===== src/rtl/tcr_defines.svh =====
// Register offsets, field positions, reset values and timing counts
`ifndef TCR_DEFINES_SVH
`define TCR_DEFINES_SVH

// ----------------------------------------
// Register offsets
// ----------------------------------------
`define TCR_ADDR_SEQ        7'h00
`define TCR_ADDR_CFG        7'h01
`define TCR_ADDR_PCTL       7'h02
`define TCR_ADDR_SCTL       7'h03
`define TCR_ADDR_LINK       7'h04

// ----------------------------------------
// Field positions
// ----------------------------------------
`define TCR_SEQ_T1_HI       7
`define TCR_SEQ_T1_LO       6
`define TCR_SEQ_CNT_HI      5
`define TCR_SEQ_CNT_LO      2
`define TCR_SEQ_T2_HI       1
`define TCR_SEQ_T2_LO       0
`define TCR_CFG_UV_HI       7
`define TCR_CFG_UV_LO       5
`define TCR_CFG_BAUD        4
`define TCR_CFG_REF         3
`define TCR_CFG_AUXOFF      2
`define TCR_CTL_TOP         7
`define TCR_CTL_OC_HI       6
`define TCR_CTL_OC_LO       4
`define TCR_CTL_MODE3       3
`define TCR_CTL_MODE2       2
`define TCR_CTL_HIGH_SW     1
`define TCR_CTL_LOW_SW      0
`define TCR_LINK_CNT_HI     5
`define TCR_LINK_CNT_LO     2
`define TCR_LINK_DECLINE    1
`define TCR_LINK_SEND       0

// ----------------------------------------
// Reset values and read masks
// ----------------------------------------
`define TCR_RST_SEQ         8'h00
`define TCR_RST_CFG         8'h00
`define TCR_RST_PCTL        8'h00
`define TCR_RST_SCTL        8'h00
`define TCR_CFG_RD_MASK     8'hFC

// ----------------------------------------
// Timing
// ----------------------------------------
`define TCR_CLK_HZ          10000000
`define TCR_BAUD_HIGH       230400
`define TCR_BAUD_LOW        38400
`define TCR_BIT_CYC_HIGH    (`TCR_CLK_HZ / `TCR_BAUD_HIGH)
`define TCR_BIT_CYC_LOW     (`TCR_CLK_HZ / `TCR_BAUD_LOW)

`endif


===== src/rtl/tcr_pkg.sv =====
// Types shared by the transceiver configuration registers
package tcr_pkg;

    typedef logic [7:0] tcr_byte_t;
    typedef logic [6:0] tcr_addr_t;

    // On-demand size codes as held in the sequence register
    typedef enum logic [1:0] {
        TCR_OD_CODE0 = 2'h0,
        TCR_OD_CODE1 = 2'h1,
        TCR_OD_CODE2 = 2'h2,
        TCR_OD_RSVD  = 2'h3
    } tcr_od_e;

endpackage : tcr_pkg


===== src/rtl/tcr_baud_gen.sv =====
// Bit-rate tick generator for the serial link
`timescale 1ns/1ps
`include "tcr_defines.svh"

module tcr_baud_gen
    import tcr_pkg::*;
#(
    parameter int CNT_W = 10
) (
    input  wire logic   clk,
    input  wire logic   resetn,
    input  wire logic   highRate,
    output logic        bitTick
);

    localparam logic [CNT_W-1:0] CYC_HIGH = CNT_W'(`TCR_BIT_CYC_HIGH);
    localparam logic [CNT_W-1:0] CYC_LOW  = CNT_W'(`TCR_BIT_CYC_LOW);

    if ((1 << CNT_W) <= `TCR_BIT_CYC_LOW) begin : g_chk
        $error("CNT_W too small for the low link rate");
    end

    logic [CNT_W-1:0] cnt_q;
    logic [CNT_W-1:0] cnt_d;
    logic [CNT_W-1:0] period;
    logic             tick_d;
    logic             tick_q;

    assign period = highRate ? CYC_HIGH : CYC_LOW;
    assign tick_d = (cnt_q >= period - CNT_W'(1));
    assign cnt_d  = tick_d ? '0 : cnt_q + CNT_W'(1);

    always_ff @(posedge clk or negedge resetn) begin
        if (!resetn) begin
            cnt_q  <= '0;
            tick_q <= 1'b0;
        end else begin
            cnt_q  <= cnt_d;
            tick_q <= tick_d;
        end
    end

    assign bitTick = tick_q;

endmodule : tcr_baud_gen


===== src/rtl/tcr_config_regs.sv =====
// Configuration registers 0x00 to 0x04 of the dual-line transceiver
`timescale 1ns/1ps
`include "tcr_defines.svh"

module tcr_config_regs
    import tcr_pkg::*;
#(
    parameter int BAUD_CNT_W = 10
) (
    input  wire logic   clk,
    input  wire logic   resetn,
    input  wire logic   spiCsN,
    input  wire logic   spiSclk,
    input  wire logic   spiMosi,
    output logic        spiMiso,
    output logic        spiMisoOe,
    output logic [3:0]  type1OndemandSize,
    output logic        type1Legacy,
    output logic        type1Reserved,
    output logic [3:0]  type2OndemandSize,
    output logic        type2Reserved,
    output logic [3:0]  expectedReadOctets,
    output logic [2:0]  undervoltageThreshold,
    output logic        baudSelect,
    output logic        linkBitTick,
    output logic        comparatorReferenceSelect,
    output logic        auxRegulatorPowerdown,
    output logic        transparentUartMode,
    output logic        singleOctetUartMode,
    output logic        standardIoModeRequest,
    output logic [2:0]  primaryOvercurrentThreshold,
    output logic        primaryHighSideSwitchEnable,
    output logic        primaryLowSideSwitchEnable,
    output logic        auxControlPinEnable,
    output logic        levelChangeIrqEnable,
    output logic        digitalIoModeRequest,
    output logic [2:0]  secondaryOvercurrentThreshold,
    output logic        secondaryHighSideSwitchEnable,
    output logic        secondaryLowSideSwitchEnable,
    input  wire logic   secondaryLine,
    output logic        levelChangeIrq,
    input  wire logic [3:0] bufferFillCount,
    output logic        bufferFillCountLoad,
    output logic [3:0]  bufferFillCountValue,
    output logic        declineResponse,
    output logic        sendResponseNow
);

    if (BAUD_CNT_W < 9) begin : g_chk
        $error("BAUD_CNT_W too small for the link rate divider");
    end

    // ----------------------------------------
    // On-demand size decoding
    // ----------------------------------------
    // Returns octet count; legacy code for type 1 reports zero
    function automatic logic [3:0] odOctets(input logic [1:0] code, input logic isType1);
        logic [3:0] n;
        n = 4'h0;
        case (tcr_od_e'(code))
            TCR_OD_CODE0: n = isType1 ? 4'h0 : 4'h1;
            TCR_OD_CODE1: n = 4'h2;
            TCR_OD_CODE2: n = 4'h8;
            default:      n = 4'h0;
        endcase
        return n;
    endfunction : odOctets

    // ----------------------------------------
    // Serial access port
    // ----------------------------------------
    logic      hdrValid;
    tcr_byte_t hdrByte;
    logic      dataValid;
    tcr_byte_t dataByte;
    tcr_byte_t rdData;

    tcr_spi_slave #(
        .DATA_W     (8)
    ) u_spi (
        .clk        (clk),
        .resetn     (resetn),
        .spiCsN     (spiCsN),
        .spiSclk    (spiSclk),
        .spiMosi    (spiMosi),
        .spiMiso    (spiMiso),
        .spiMisoOe  (spiMisoOe),
        .txByte     (rdData),
        .hdrValid   (hdrValid),
        .hdrByte    (hdrByte),
        .dataValid  (dataValid),
        .dataByte   (dataByte)
    );

    // ----------------------------------------
    // Register storage
    // ----------------------------------------
    tcr_byte_t seq_q;
    tcr_byte_t cfg_q;
    tcr_byte_t pctl_q;
    tcr_byte_t sctl_q;
    tcr_addr_t addr_q;
    logic      isWrite_q;
    logic      lineLevel_q;
    logic      irq_q;
    logic      decline_q;
    logic      send_q;
    logic      cntLoad_q;
    logic [3:0] cntValue_q;

    // Header bit 7 high marks a write; bits 6:0 give the address
    always_ff @(posedge clk or negedge resetn) begin
        if (!resetn) begin
            addr_q    <= '0;
            isWrite_q <= 1'b0;
        end else if (hdrValid) begin
            addr_q    <= hdrByte[6:0];
            isWrite_q <= hdrByte[7];
        end
    end

    logic wrStrobe;
    logic wrSeq;
    logic wrCfg;
    logic wrPctl;
    logic wrSctl;
    logic wrLink;

    assign wrStrobe = dataValid && isWrite_q;

    // Address decode for writes; unmapped addresses are ignored
    always_comb begin
        wrSeq  = 1'b0;
        wrCfg  = 1'b0;
        wrPctl = 1'b0;
        wrSctl = 1'b0;
        wrLink = 1'b0;
        if (!wrStrobe) begin
            wrSeq = 1'b0;
        end else if (addr_q == `TCR_ADDR_SEQ) begin
            wrSeq = 1'b1;
        end else if (addr_q == `TCR_ADDR_CFG) begin
            wrCfg = 1'b1;
        end else if (addr_q == `TCR_ADDR_PCTL) begin
            wrPctl = 1'b1;
        end else if (addr_q == `TCR_ADDR_SCTL) begin
            wrSctl = 1'b1;
        end else if (addr_q == `TCR_ADDR_LINK) begin
            wrLink = 1'b1;
        end
    end

    always_ff @(posedge clk or negedge resetn) begin
        if (!resetn) begin
            seq_q  <= `TCR_RST_SEQ;
            cfg_q  <= `TCR_RST_CFG;
            pctl_q <= `TCR_RST_PCTL;
            sctl_q <= `TCR_RST_SCTL;
        end else begin
            if (wrSeq) begin
                seq_q <= dataByte;
            end
            if (wrCfg) begin
                cfg_q <= dataByte & `TCR_CFG_RD_MASK;
            end
            if (wrPctl) begin
                pctl_q <= dataByte;
            end
            if (wrSctl) begin
                sctl_q <= dataByte;
            end
        end
    end

    // Link command bits are pulses and never stored
    always_ff @(posedge clk or negedge resetn) begin
        if (!resetn) begin
            decline_q  <= 1'b0;
            send_q     <= 1'b0;
            cntLoad_q  <= 1'b0;
            cntValue_q <= '0;
        end else begin
            decline_q <= wrLink && dataByte[`TCR_LINK_DECLINE];
            send_q    <= wrLink && dataByte[`TCR_LINK_SEND];
            cntLoad_q <= wrLink;
            if (wrLink) begin
                cntValue_q <= dataByte[`TCR_LINK_CNT_HI:`TCR_LINK_CNT_LO];
            end
        end
    end

    // ----------------------------------------
    // Read path
    // ----------------------------------------
    logic [6:0] rdAddr;
    assign rdAddr = hdrByte[6:0];

    // Decode from the captured header, ready for load next cycle
    always_comb begin
        rdData = 8'h00;
        if (rdAddr == `TCR_ADDR_SEQ) begin
            rdData = seq_q;
        end else if (rdAddr == `TCR_ADDR_CFG) begin
            rdData = cfg_q & `TCR_CFG_RD_MASK;
        end else if (rdAddr == `TCR_ADDR_PCTL) begin
            rdData = pctl_q;
        end else if (rdAddr == `TCR_ADDR_SCTL) begin
            rdData = sctl_q;
        end else if (rdAddr == `TCR_ADDR_LINK) begin
            // Write-only command bits and top bits read as zero
            rdData = {2'b00, bufferFillCount, 2'b00};
        end
    end

    // ----------------------------------------
    // Secondary line level-change interrupt
    // ----------------------------------------
    // Sampled level; any edge, the first after reset too, is reported while enabled
    always_ff @(posedge clk or negedge resetn) begin
        if (!resetn) begin
            lineLevel_q <= 1'b0;
            irq_q       <= 1'b0;
        end else begin
            lineLevel_q <= secondaryLine;
            irq_q       <= sctl_q[`TCR_CTL_MODE3] && (secondaryLine != lineLevel_q);
        end
    end

    // ----------------------------------------
    // Link rate
    // ----------------------------------------
    tcr_baud_gen #(
        .CNT_W      (BAUD_CNT_W)
    ) u_baud (
        .clk        (clk),
        .resetn     (resetn),
        .highRate   (cfg_q[`TCR_CFG_BAUD]),
        .bitTick    (linkBitTick)
    );

    // ----------------------------------------
    // Field outputs
    // ----------------------------------------
    assign type1OndemandSize  = odOctets(seq_q[`TCR_SEQ_T1_HI:`TCR_SEQ_T1_LO], 1'b1);
    assign type1Legacy        = (seq_q[`TCR_SEQ_T1_HI:`TCR_SEQ_T1_LO] == TCR_OD_CODE0);
    assign type1Reserved      = (seq_q[`TCR_SEQ_T1_HI:`TCR_SEQ_T1_LO] == TCR_OD_RSVD);
    assign type2OndemandSize  = odOctets(seq_q[`TCR_SEQ_T2_HI:`TCR_SEQ_T2_LO], 1'b0);
    assign type2Reserved      = (seq_q[`TCR_SEQ_T2_HI:`TCR_SEQ_T2_LO] == TCR_OD_RSVD);
    assign expectedReadOctets = seq_q[`TCR_SEQ_CNT_HI:`TCR_SEQ_CNT_LO];

    assign undervoltageThreshold     = cfg_q[`TCR_CFG_UV_HI:`TCR_CFG_UV_LO];
    assign baudSelect                = cfg_q[`TCR_CFG_BAUD];
    assign comparatorReferenceSelect = cfg_q[`TCR_CFG_REF];
    assign auxRegulatorPowerdown     = cfg_q[`TCR_CFG_AUXOFF];

    assign transparentUartMode         = pctl_q[`TCR_CTL_TOP];
    assign primaryOvercurrentThreshold = pctl_q[`TCR_CTL_OC_HI:`TCR_CTL_OC_LO];
    assign singleOctetUartMode         = pctl_q[`TCR_CTL_MODE3];
    assign standardIoModeRequest       = pctl_q[`TCR_CTL_MODE2];
    assign primaryHighSideSwitchEnable = pctl_q[`TCR_CTL_HIGH_SW];
    assign primaryLowSideSwitchEnable  = pctl_q[`TCR_CTL_LOW_SW];

    assign auxControlPinEnable           = sctl_q[`TCR_CTL_TOP];
    assign secondaryOvercurrentThreshold = sctl_q[`TCR_CTL_OC_HI:`TCR_CTL_OC_LO];
    assign levelChangeIrqEnable          = sctl_q[`TCR_CTL_MODE3];
    assign digitalIoModeRequest          = sctl_q[`TCR_CTL_MODE2];
    assign secondaryHighSideSwitchEnable = sctl_q[`TCR_CTL_HIGH_SW];
    assign secondaryLowSideSwitchEnable  = sctl_q[`TCR_CTL_LOW_SW];

    assign levelChangeIrq       = irq_q;
    assign declineResponse      = decline_q;
    assign sendResponseNow      = send_q;
    assign bufferFillCountLoad  = cntLoad_q;
    assign bufferFillCountValue = cntValue_q;

endmodule : tcr_config_regs


===== src/rtl/tcr_spi_slave.sv =====
// Serial peripheral interface slave: header byte then data byte
`timescale 1ns/1ps
`include "tcr_defines.svh"

module tcr_spi_slave
    import tcr_pkg::*;
#(
    parameter int DATA_W = 8
) (
    input  wire logic   clk,
    input  wire logic   resetn,
    input  wire logic   spiCsN,
    input  wire logic   spiSclk,
    input  wire logic   spiMosi,
    output logic        spiMiso,
    output logic        spiMisoOe,
    input  tcr_byte_t   txByte,
    output logic        hdrValid,
    output tcr_byte_t   hdrByte,
    output logic        dataValid,
    output tcr_byte_t   dataByte
);

    if (DATA_W != 8) begin : g_chk
        $error("Only 8-bit frames are served");
    end

    logic       sclkPrev_q;
    logic [4:0] bitCnt_q;
    tcr_byte_t  rxShift_q;
    tcr_byte_t  txShift_q;
    tcr_byte_t  hdr_q;
    tcr_byte_t  data_q;
    logic       hdrValid_q;
    logic       dataValid_q;
    logic       rise;
    logic       fall;
    logic       active;
    tcr_byte_t  rxNext;

    // Sclk must stay at least two clk periods per phase
    assign active = !spiCsN;
    assign rise   = active && spiSclk && !sclkPrev_q;
    assign fall   = active && !spiSclk && sclkPrev_q;
    assign rxNext = {rxShift_q[6:0], spiMosi};

    always_ff @(posedge clk or negedge resetn) begin
        if (!resetn) begin
            sclkPrev_q  <= 1'b0;
            bitCnt_q    <= '0;
            rxShift_q   <= '0;
            txShift_q   <= '0;
            hdr_q       <= '0;
            data_q      <= '0;
            hdrValid_q  <= 1'b0;
            dataValid_q <= 1'b0;
        end else begin
            sclkPrev_q  <= spiSclk;
            hdrValid_q  <= 1'b0;
            dataValid_q <= 1'b0;
            if (!active) begin
                bitCnt_q <= '0;
            end else if (rise && bitCnt_q < 5'd16) begin
                rxShift_q <= rxNext;
                bitCnt_q  <= bitCnt_q + 5'd1;
                if (bitCnt_q == 5'd7) begin
                    hdr_q      <= rxNext;
                    hdrValid_q <= 1'b1;
                end
                if (bitCnt_q == 5'd15) begin
                    data_q      <= rxNext;
                    dataValid_q <= 1'b1;
                end
            end
            // Load read data right after the header; shift on later falls
            if (hdrValid_q) begin
                txShift_q <= txByte;
            end else if (fall && bitCnt_q > 5'd8) begin
                txShift_q <= {txShift_q[6:0], 1'b0};
            end
        end
    end

    assign spiMiso   = txShift_q[7];
    assign spiMisoOe = active;
    assign hdrValid  = hdrValid_q;
    assign hdrByte   = hdr_q;
    assign dataValid = dataValid_q;
    assign dataByte  = data_q;

endmodule : tcr_spi_slave


===== config.mk =====
export PLATFORM = sky130hd
export DESIGN_NAME = tcr_config_regs
export DESIGN_NICKNAME = d
export VERILOG_FILES = /design/src/rtl/tcr_pkg.sv /design/src/rtl/tcr_baud_gen.sv /design/src/rtl/tcr_config_regs.sv /design/src/rtl/tcr_spi_slave.sv
export VERILOG_INCLUDE_DIRS = /design/src /design/src/rtl
export SDC_FILE = /design/constraint.sdc
export NUM_CORES = 1
export LEC_CHECK = 0
export BUFFER_PORTS_ARGS = -buffer_cell sky130_fd_sc_hd__buf_2
export CAP_MARGIN = 20
export CORE_MARGIN = 1.5
export CORE_UTILIZATION = 45
export CTS_CLUSTER_DIAMETER = 80
export DETAILED_ROUTE_END_ITERATION = 16
export SETUP_SLACK_MARGIN = 0.02
export SLEW_MARGIN = 20
export SYNTH_ARGS = -nofsm -noshare
export SYNTH_HDL_FRONTEND = slang
export SYNTH_SLANG_ARGS = --single-unit
export TNS_END_PERCENT = 5

===== constraint.sdc =====
create_clock -name clk -period 3.5 [get_ports clk]
set_input_delay 0.175 -clock clk [delete_from_list [all_inputs] [get_ports clk]]
set_output_delay 0.175 -clock clk [all_outputs]
set_load 0.02 [all_outputs]

==> results of run 1 <==
## cell families after synthesis
kind of cell / after synthesis / share of synthesized area (%)
AOI/OAI and AO/OA: 31 / 5.152
xor gates and xnor gates: 10 / 1.993
adders and majority gates: 8 / 2.277
buffers and inverters: 30 / 4.127
DFF: 97 / 55.22
muxes: 77 / 20.10
other: 1 / 0.08532
and+or+nand+nor: 87 / 11.05
## synthesized netlist by cell type, drive strengths merged
cell type and count:
clkbuf 1, nand2 11, inv 11, or3 3, a2111oi 1, nor2b 5
nor2 26, conb 1, o311ai 3, and3 5, a22oi 2, nor3 8
dfrtp 97, o21ai 3, o31a 1, nor4b 3, a21o 1, a211oi 3
a311o 1, ha 8, xor2 9, xnor2 1, mux4 2, nor4 3
o22ai 1, mux2 67, and2 7, buf 18, a21oi 6, o2bb2ai 4
nand2b 3, nand4 4, a221oi 3, and4 1, and4b 1, nand3 6
mux2i 8, o31ai 2, or3b 1
## sequential cells by signal, summed over array words and instances (netlist names), 6 cells and up
register	cells
u_baud.cnt_q	10
pctl_q	8
sctl_q	8
seq_q	8
u_spi.dataByte	8
u_spi.hdrByte	8
u_spi.txShift_q	8
addr_q	7
u_spi.rxShift_q	7
cfg_q	6
## where the power goes
part / total [mW] / switching (mW) / internal, mW
clock: 0.774 / 0.370 / 0.404
sequential: 1.20 / 0.0410 / 1.16
combinational: 0.0912 / 0.0480 / 0.0432
total: 2.07 / 0.459 / 1.61
## critical path: stages, from the launching register on
cell,delay (ns)
dfrtp_1,0.47
nor4b_4,0.71
and4b_1,0.57
mux2_2,0.39
## cell type report
class,instances,area [µm²],share of cell area (%)
clock inverters,2,35.03,0.7069
flip-flops and latches,97,2427,48.98
multi-input cells,216,1794,36.20
repair buffers,59,317.8,6.413
well taps,129,161.4,3.257
clock buffers,13,178.9,3.610
inverters,11,41.29,0.8331
## timing repair
action | in CTS | in global routing
endpoints found under the setup margin | 0 | 0
endpoints found under the hold margin | 39 | 0
gates resized for setup | 0 | 0
hold buffers | 3 | 0
## path summary, 6_finish.rpt
path	cells past startpoint	slack, ns	end
min in group asynchronous	2	0.32	u_spi.bitCnt_q[1]
hold / removal	2	0.08	u_spi.bitCnt_q[0]
setup / recovery	3	1.24	u_spi.hdrByte[5]
hold reg to reg	1	0.52	bufferFillCountValue[3]
setup reg to reg	3	1.24	u_spi.hdrByte[5]
max in group asynchronous	3	2.34	u_spi.dataByte[4]
## metal layers
metal / global-route usage [%] / routed length, µm
met1: 24.88 / 4120
met2: 30.21 / 4283
met4: 5.901 / 150
met5: 0 / 0
met3: 5.677 / 413
## per-stage QoR
stage	hold slack, ns	worst slack (ns)	cells	cell area [µm²]
2_1_floorplan	-0.1206	1.629	343	4403
3_3_place_gp	0.1786	1.342	509	4712
3_5_place_dp	0.1800	1.273	509	4712
4_1_cts	0.06766	1.247	527	4956
5_1_grt	0.08232	1.118	527	4956
6_report	0.07885	1.238	527	4956
==> results.tsv, run 1 <==
metric	value	unit
period utilization	64.64	%
Reg-to-Reg Start	u_spi.bitCnt_q[4]	
Worst Tran Pin Value	0.8669	ns
share of layout cells above drive strength 1	36.43	%
top-area cell type share of the netlist area	55.22	%
library cells used by synthesis	49	
CTS Buf Count	9	
area grow syn2layout	12.75	%
yosys warns	0	
Max-Cap Viols	0	
Worst Setup End Kind	flop	
arrival time worst endpoint	2.52	ns
Reg clk slew, reported paths	0.09	ns
Tot Pwr	2.067	mW
CP required	3.75	ns
worst hold path class	in -> reg	
largest cells by area after synthesis	dfrtp_1, mux2_2, ha_1	
final worst path period need	2.262	ns
# fillers	868	
Die ar.	10370	µm²
GRT Util Overall	18.86	%
Post-Syn Instances	341	
IO buf count	54	
clk_lat worst skew	0.37	ns
number of diodes	0	
critical setup path kind	reg -> reg	
Longest Clk Path Bufs	2	
Routed Antenna Nets	0	
status	complete, no violations	
1st-iter DRT viols	103	
Mean Syn Cell Area	12.89	µm²
most frequent cells in the layout	dfrtp_1, mux2_2, buf_2	
CTS root buffer	clkbuf_8	
Post-Route WL	8.967	mm
worst vdd ir	0.0001700	V
Die W	101.8	µm
setup repair after global routing missed its margin	false	
Yosys top cell by area	dfrtp_1	
number of global-route vias before repair	2794	
LEAKAGE	2.480	nW
CTS tree	yes	
worst-path maximum fanout	13	
Core Area	9371	µm²
final hold vios	0	
# Post-CTS Setup Buffers	0	
wire length per cell	17.02	µm
sequential fraction of the synthesis area	55.22	%
Worst Setup SP	u_spi.bitCnt_q[4]	
Slew Viols, Final	0	
Final nets	412	
hpwl dp	6.296	mm
final setup fails	0	
site row count	35	
Initial Utilization	46.90	%
total grt overflow	0	
Finished Core Util	52.88	%
commonest non-fill, non-tap cell in the layout	dfrtp_1	
synthesized cell area	4395	µm²
TritonCTS Sinks	97	
CP Launch Type	flop	
start point of the worst hold path	spiCsN	
Achievable Freq	0.4420	GHz
DR DRC count	0	
Via density	5.306	
#FFs+latches synth	97	
pwr dens	417.1	nW/µm²
Slew headroom	42.21	%
H-Tree Level Count	3	
initial antenna violation count	0	
I/O pin total	58	
Worst Skew	0.01347	ns
largest net degree at the start of global routing	40	
RePlAce Congestion	0.7698	
Die Ht	101.8	µm
post-route setup TNS	0	ns
DR vias	2796	
1st-pass router iterations	4	
wire length of the first global-routing pass	14.52	mm
No activity file was read; power rests on OpenSTA's default activity.
==> run 2: changes to the inputs <==
Clock period 3.5 ns to 2.2 ns, I/O delays scaled along.
==> results.tsv, run 2 (synthesized netlist as in run 1, its figures left out) <==
metric	value	unit	change
Longest Clk Path Bufs	2		unchanged
Post-Route WL	9.019	mm	+0.58%
Setup WS pre-CTS	0.1627	ns	-1.110 ns
final worst-path setup slack	0.2740	ns	-0.9636 ns
Worst Tran Pin Value	0.7100	ns	-0.1569 ns
combinational fraction of design power	4.6	%	+0.2 points
slowest CP cell	dfrtp_1		
largest net degree at the start of global routing	47		+18%
Worst Setup End Kind	flop		
R2R setup slack	0.27	ns	-0.96 ns
I/O pin total	58		unchanged
setup repair after global routing missed its margin	false		
initial antenna violation count	0		unchanged
largest register by flop count	u_baud.cnt_q		
max incr delay on CP	0.43	ns	-0.28 ns
period utilization	87.54	%	+23 points
Achievable Freq	0.5192	GHz	+17%
CTS tree	yes		
1st-iter DRT viols	85		-17%
Slew Viols, Final	0		unchanged
post-route setup TNS	0	ns	unchanged
area grow syn2layout	14.77	%	
H-Tree Level Count	3		unchanged
Routed Antenna Nets	0		unchanged
Initial Utilization	46.90	%	unchanged
GRT Util Overall	18.68	%	-0.18 points
Worst R2R End	u_baud.cnt_q[9]		
number of global-route vias before repair	2752		-1.5%
site row count	35		unchanged
DR DRC count	0		unchanged
final worst path period need	1.926	ns	-0.3364 ns
Finished Core Util	53.83	%	+0.95 points
Die ar.	10370	µm²	unchanged
worst vdd ir	0.0003594	V	+110%
1st-pass router iterations	4		unchanged
final hold vios	0		unchanged
Tot Pwr	3.324	mW	+61%
# Post-CTS Setup Buffers	0		unchanged
CTS Buf Count	9		unchanged
wire length of the first global-routing pass	14.48	mm	-0.23%
power share of the sequential group	57.4	%	-0.8 points
# fillers	858		-1.2%
DR vias	2797		+0.036%
status	complete, no violations		
worst hold path class	in -> reg		
arrival time worst endpoint	2.20	ns	-0.32 ns
Worst Skew	0.01073	ns	-0.002736 ns
R2R cell count	6		+3
Slew headroom	52.30	%	+10 points
CP required	2.47	ns	-1.28 ns
Hold Path End	u_spi.bitCnt_q[2]		
clk_lat worst skew	0.36	ns	about the same
Reg clk slew, reported paths	0.09	ns	about the same
Reg-to-Reg Start	cfg_q[4]		
cell depth of the worst hold path	2		unchanged
Max-Cap Viols	0		unchanged
hpwl dp	6.274	mm	-0.35%
start point of the worst hold path	spiCsN		
Worst path depth	6		+3
number of diodes	0		unchanged
CP Launch Type	flop		
cell-internal power	2.561	mW	+59%
Buf/Inv on CP	1		+1
pwr dens	658.9	nW/µm²	+58%
max FFs per register	10		unchanged
Final nets	420		+1.9%
Worst Setup SP	cfg_q[4]		
Switching Fraction	22.95	%	+0.74 points
CTS root buffer	clkbuf_8		
TritonCTS Sinks	97		unchanged
crit-path leading delay family	compound AO/OA/AOI/OAI gates		
Die Ht	101.8	µm	unchanged
share of layout cells above drive strength 1	38.08	%	+1.7 points
Core Area	9371	µm²	unchanged
final setup fails	0		unchanged
Via density	5.218		-1.6%
Net Switching	0.7629	mW	+66%
worst-path maximum fanout	11		-2
RePlAce Congestion	0.8310		+8.0%
wire length per cell	16.83	µm	-1.1%
LEAKAGE	2.523	nW	+1.7%
most frequent cells in the layout	dfrtp_1, mux2_2, buf_2		
critical setup path kind	reg -> reg		
Die W	101.8	µm	unchanged
Cell Chain, Critical Path	inv_1 > ha_1 > nand2b_1 > a2111oi_2 > o21ai_2 > nor3_1		
Clock Power Share	38.0	%	+0.6 points
total grt overflow	0		unchanged
IO buf count	54		unchanged
commonest non-fill, non-tap cell in the layout	dfrtp_1		
==> run 2: timing repair <==
action,CTS,global route
hold buffers,4,0
hold endpoints to repair,30,0
resized for setup,0,3
setup endpoints to repair,0,10
==> run 2: cell type report <==
| type | instances | area (µm²) | share of cell area, % |
|---|---|---|---|
| clock buffer | 9 | 123.9 | 2.455 |
| clock inverter | 7 | 93.84 | 1.860 |
| inverter | 11 | 41.29 | 0.8185 |
| multi-input combinational | 216 | 1804 | 35.76 |
| sequential | 97 | 2427 | 48.12 |
| tap | 129 | 161.4 | 3.199 |
| timing repair buffer | 67 | 392.9 | 7.788 |
==> run 2: worst max-delay path by stage <==
| stage | to | slack, ns |
|---|---|---|
| floorplan | u_baud.cnt_q[2] | 0.33 |
| global placement | u_baud.cnt_q[9] | 0.28 |
| detailed placement | u_baud.cnt_q[9] | 0.16 |
| CTS | u_baud.cnt_q[9] | 0.09 |
| global route | u_baud.cnt_q[9] | 0.14 |
| finish | u_baud.cnt_q[9] | 0.27 |
==> run 2: routing by layer <==
layer  GRT usage [%]  part of all wire (%)  vias up
met5               0                     0        -
met4           4.742                   1.3        0
met2           29.23                    47       53
li1                -                     -     1338
met3           4.788                   4.1       12
met1           26.23                    48     1394
==> run 2: power groups by stage <==
stage / Combinational, mW / Sequential, mW / Clock, mW
CTS: 0.157 / 1.91 / 1.30
global route: 0.173 / 1.92 / 1.37
detailed placement: 0.150 / 1.95 / 0
finish: 0.153 / 1.91 / 1.26
floorplan: 0.0877 / 1.92 / 0
global placement: 0.147 / 1.95 / 0
==> run 2: through the flow <==
stage,std cells,area [µm²],hold slack [ns]
6_report,536,5045,0.04048
5_1_grt,536,5045,0.04050
4_1_cts,536,5035,0.02445
3_5_place_dp,516,4777,0.06413
3_3_place_gp,516,4777,0.06279
2_1_floorplan,343,4403,-0.1856
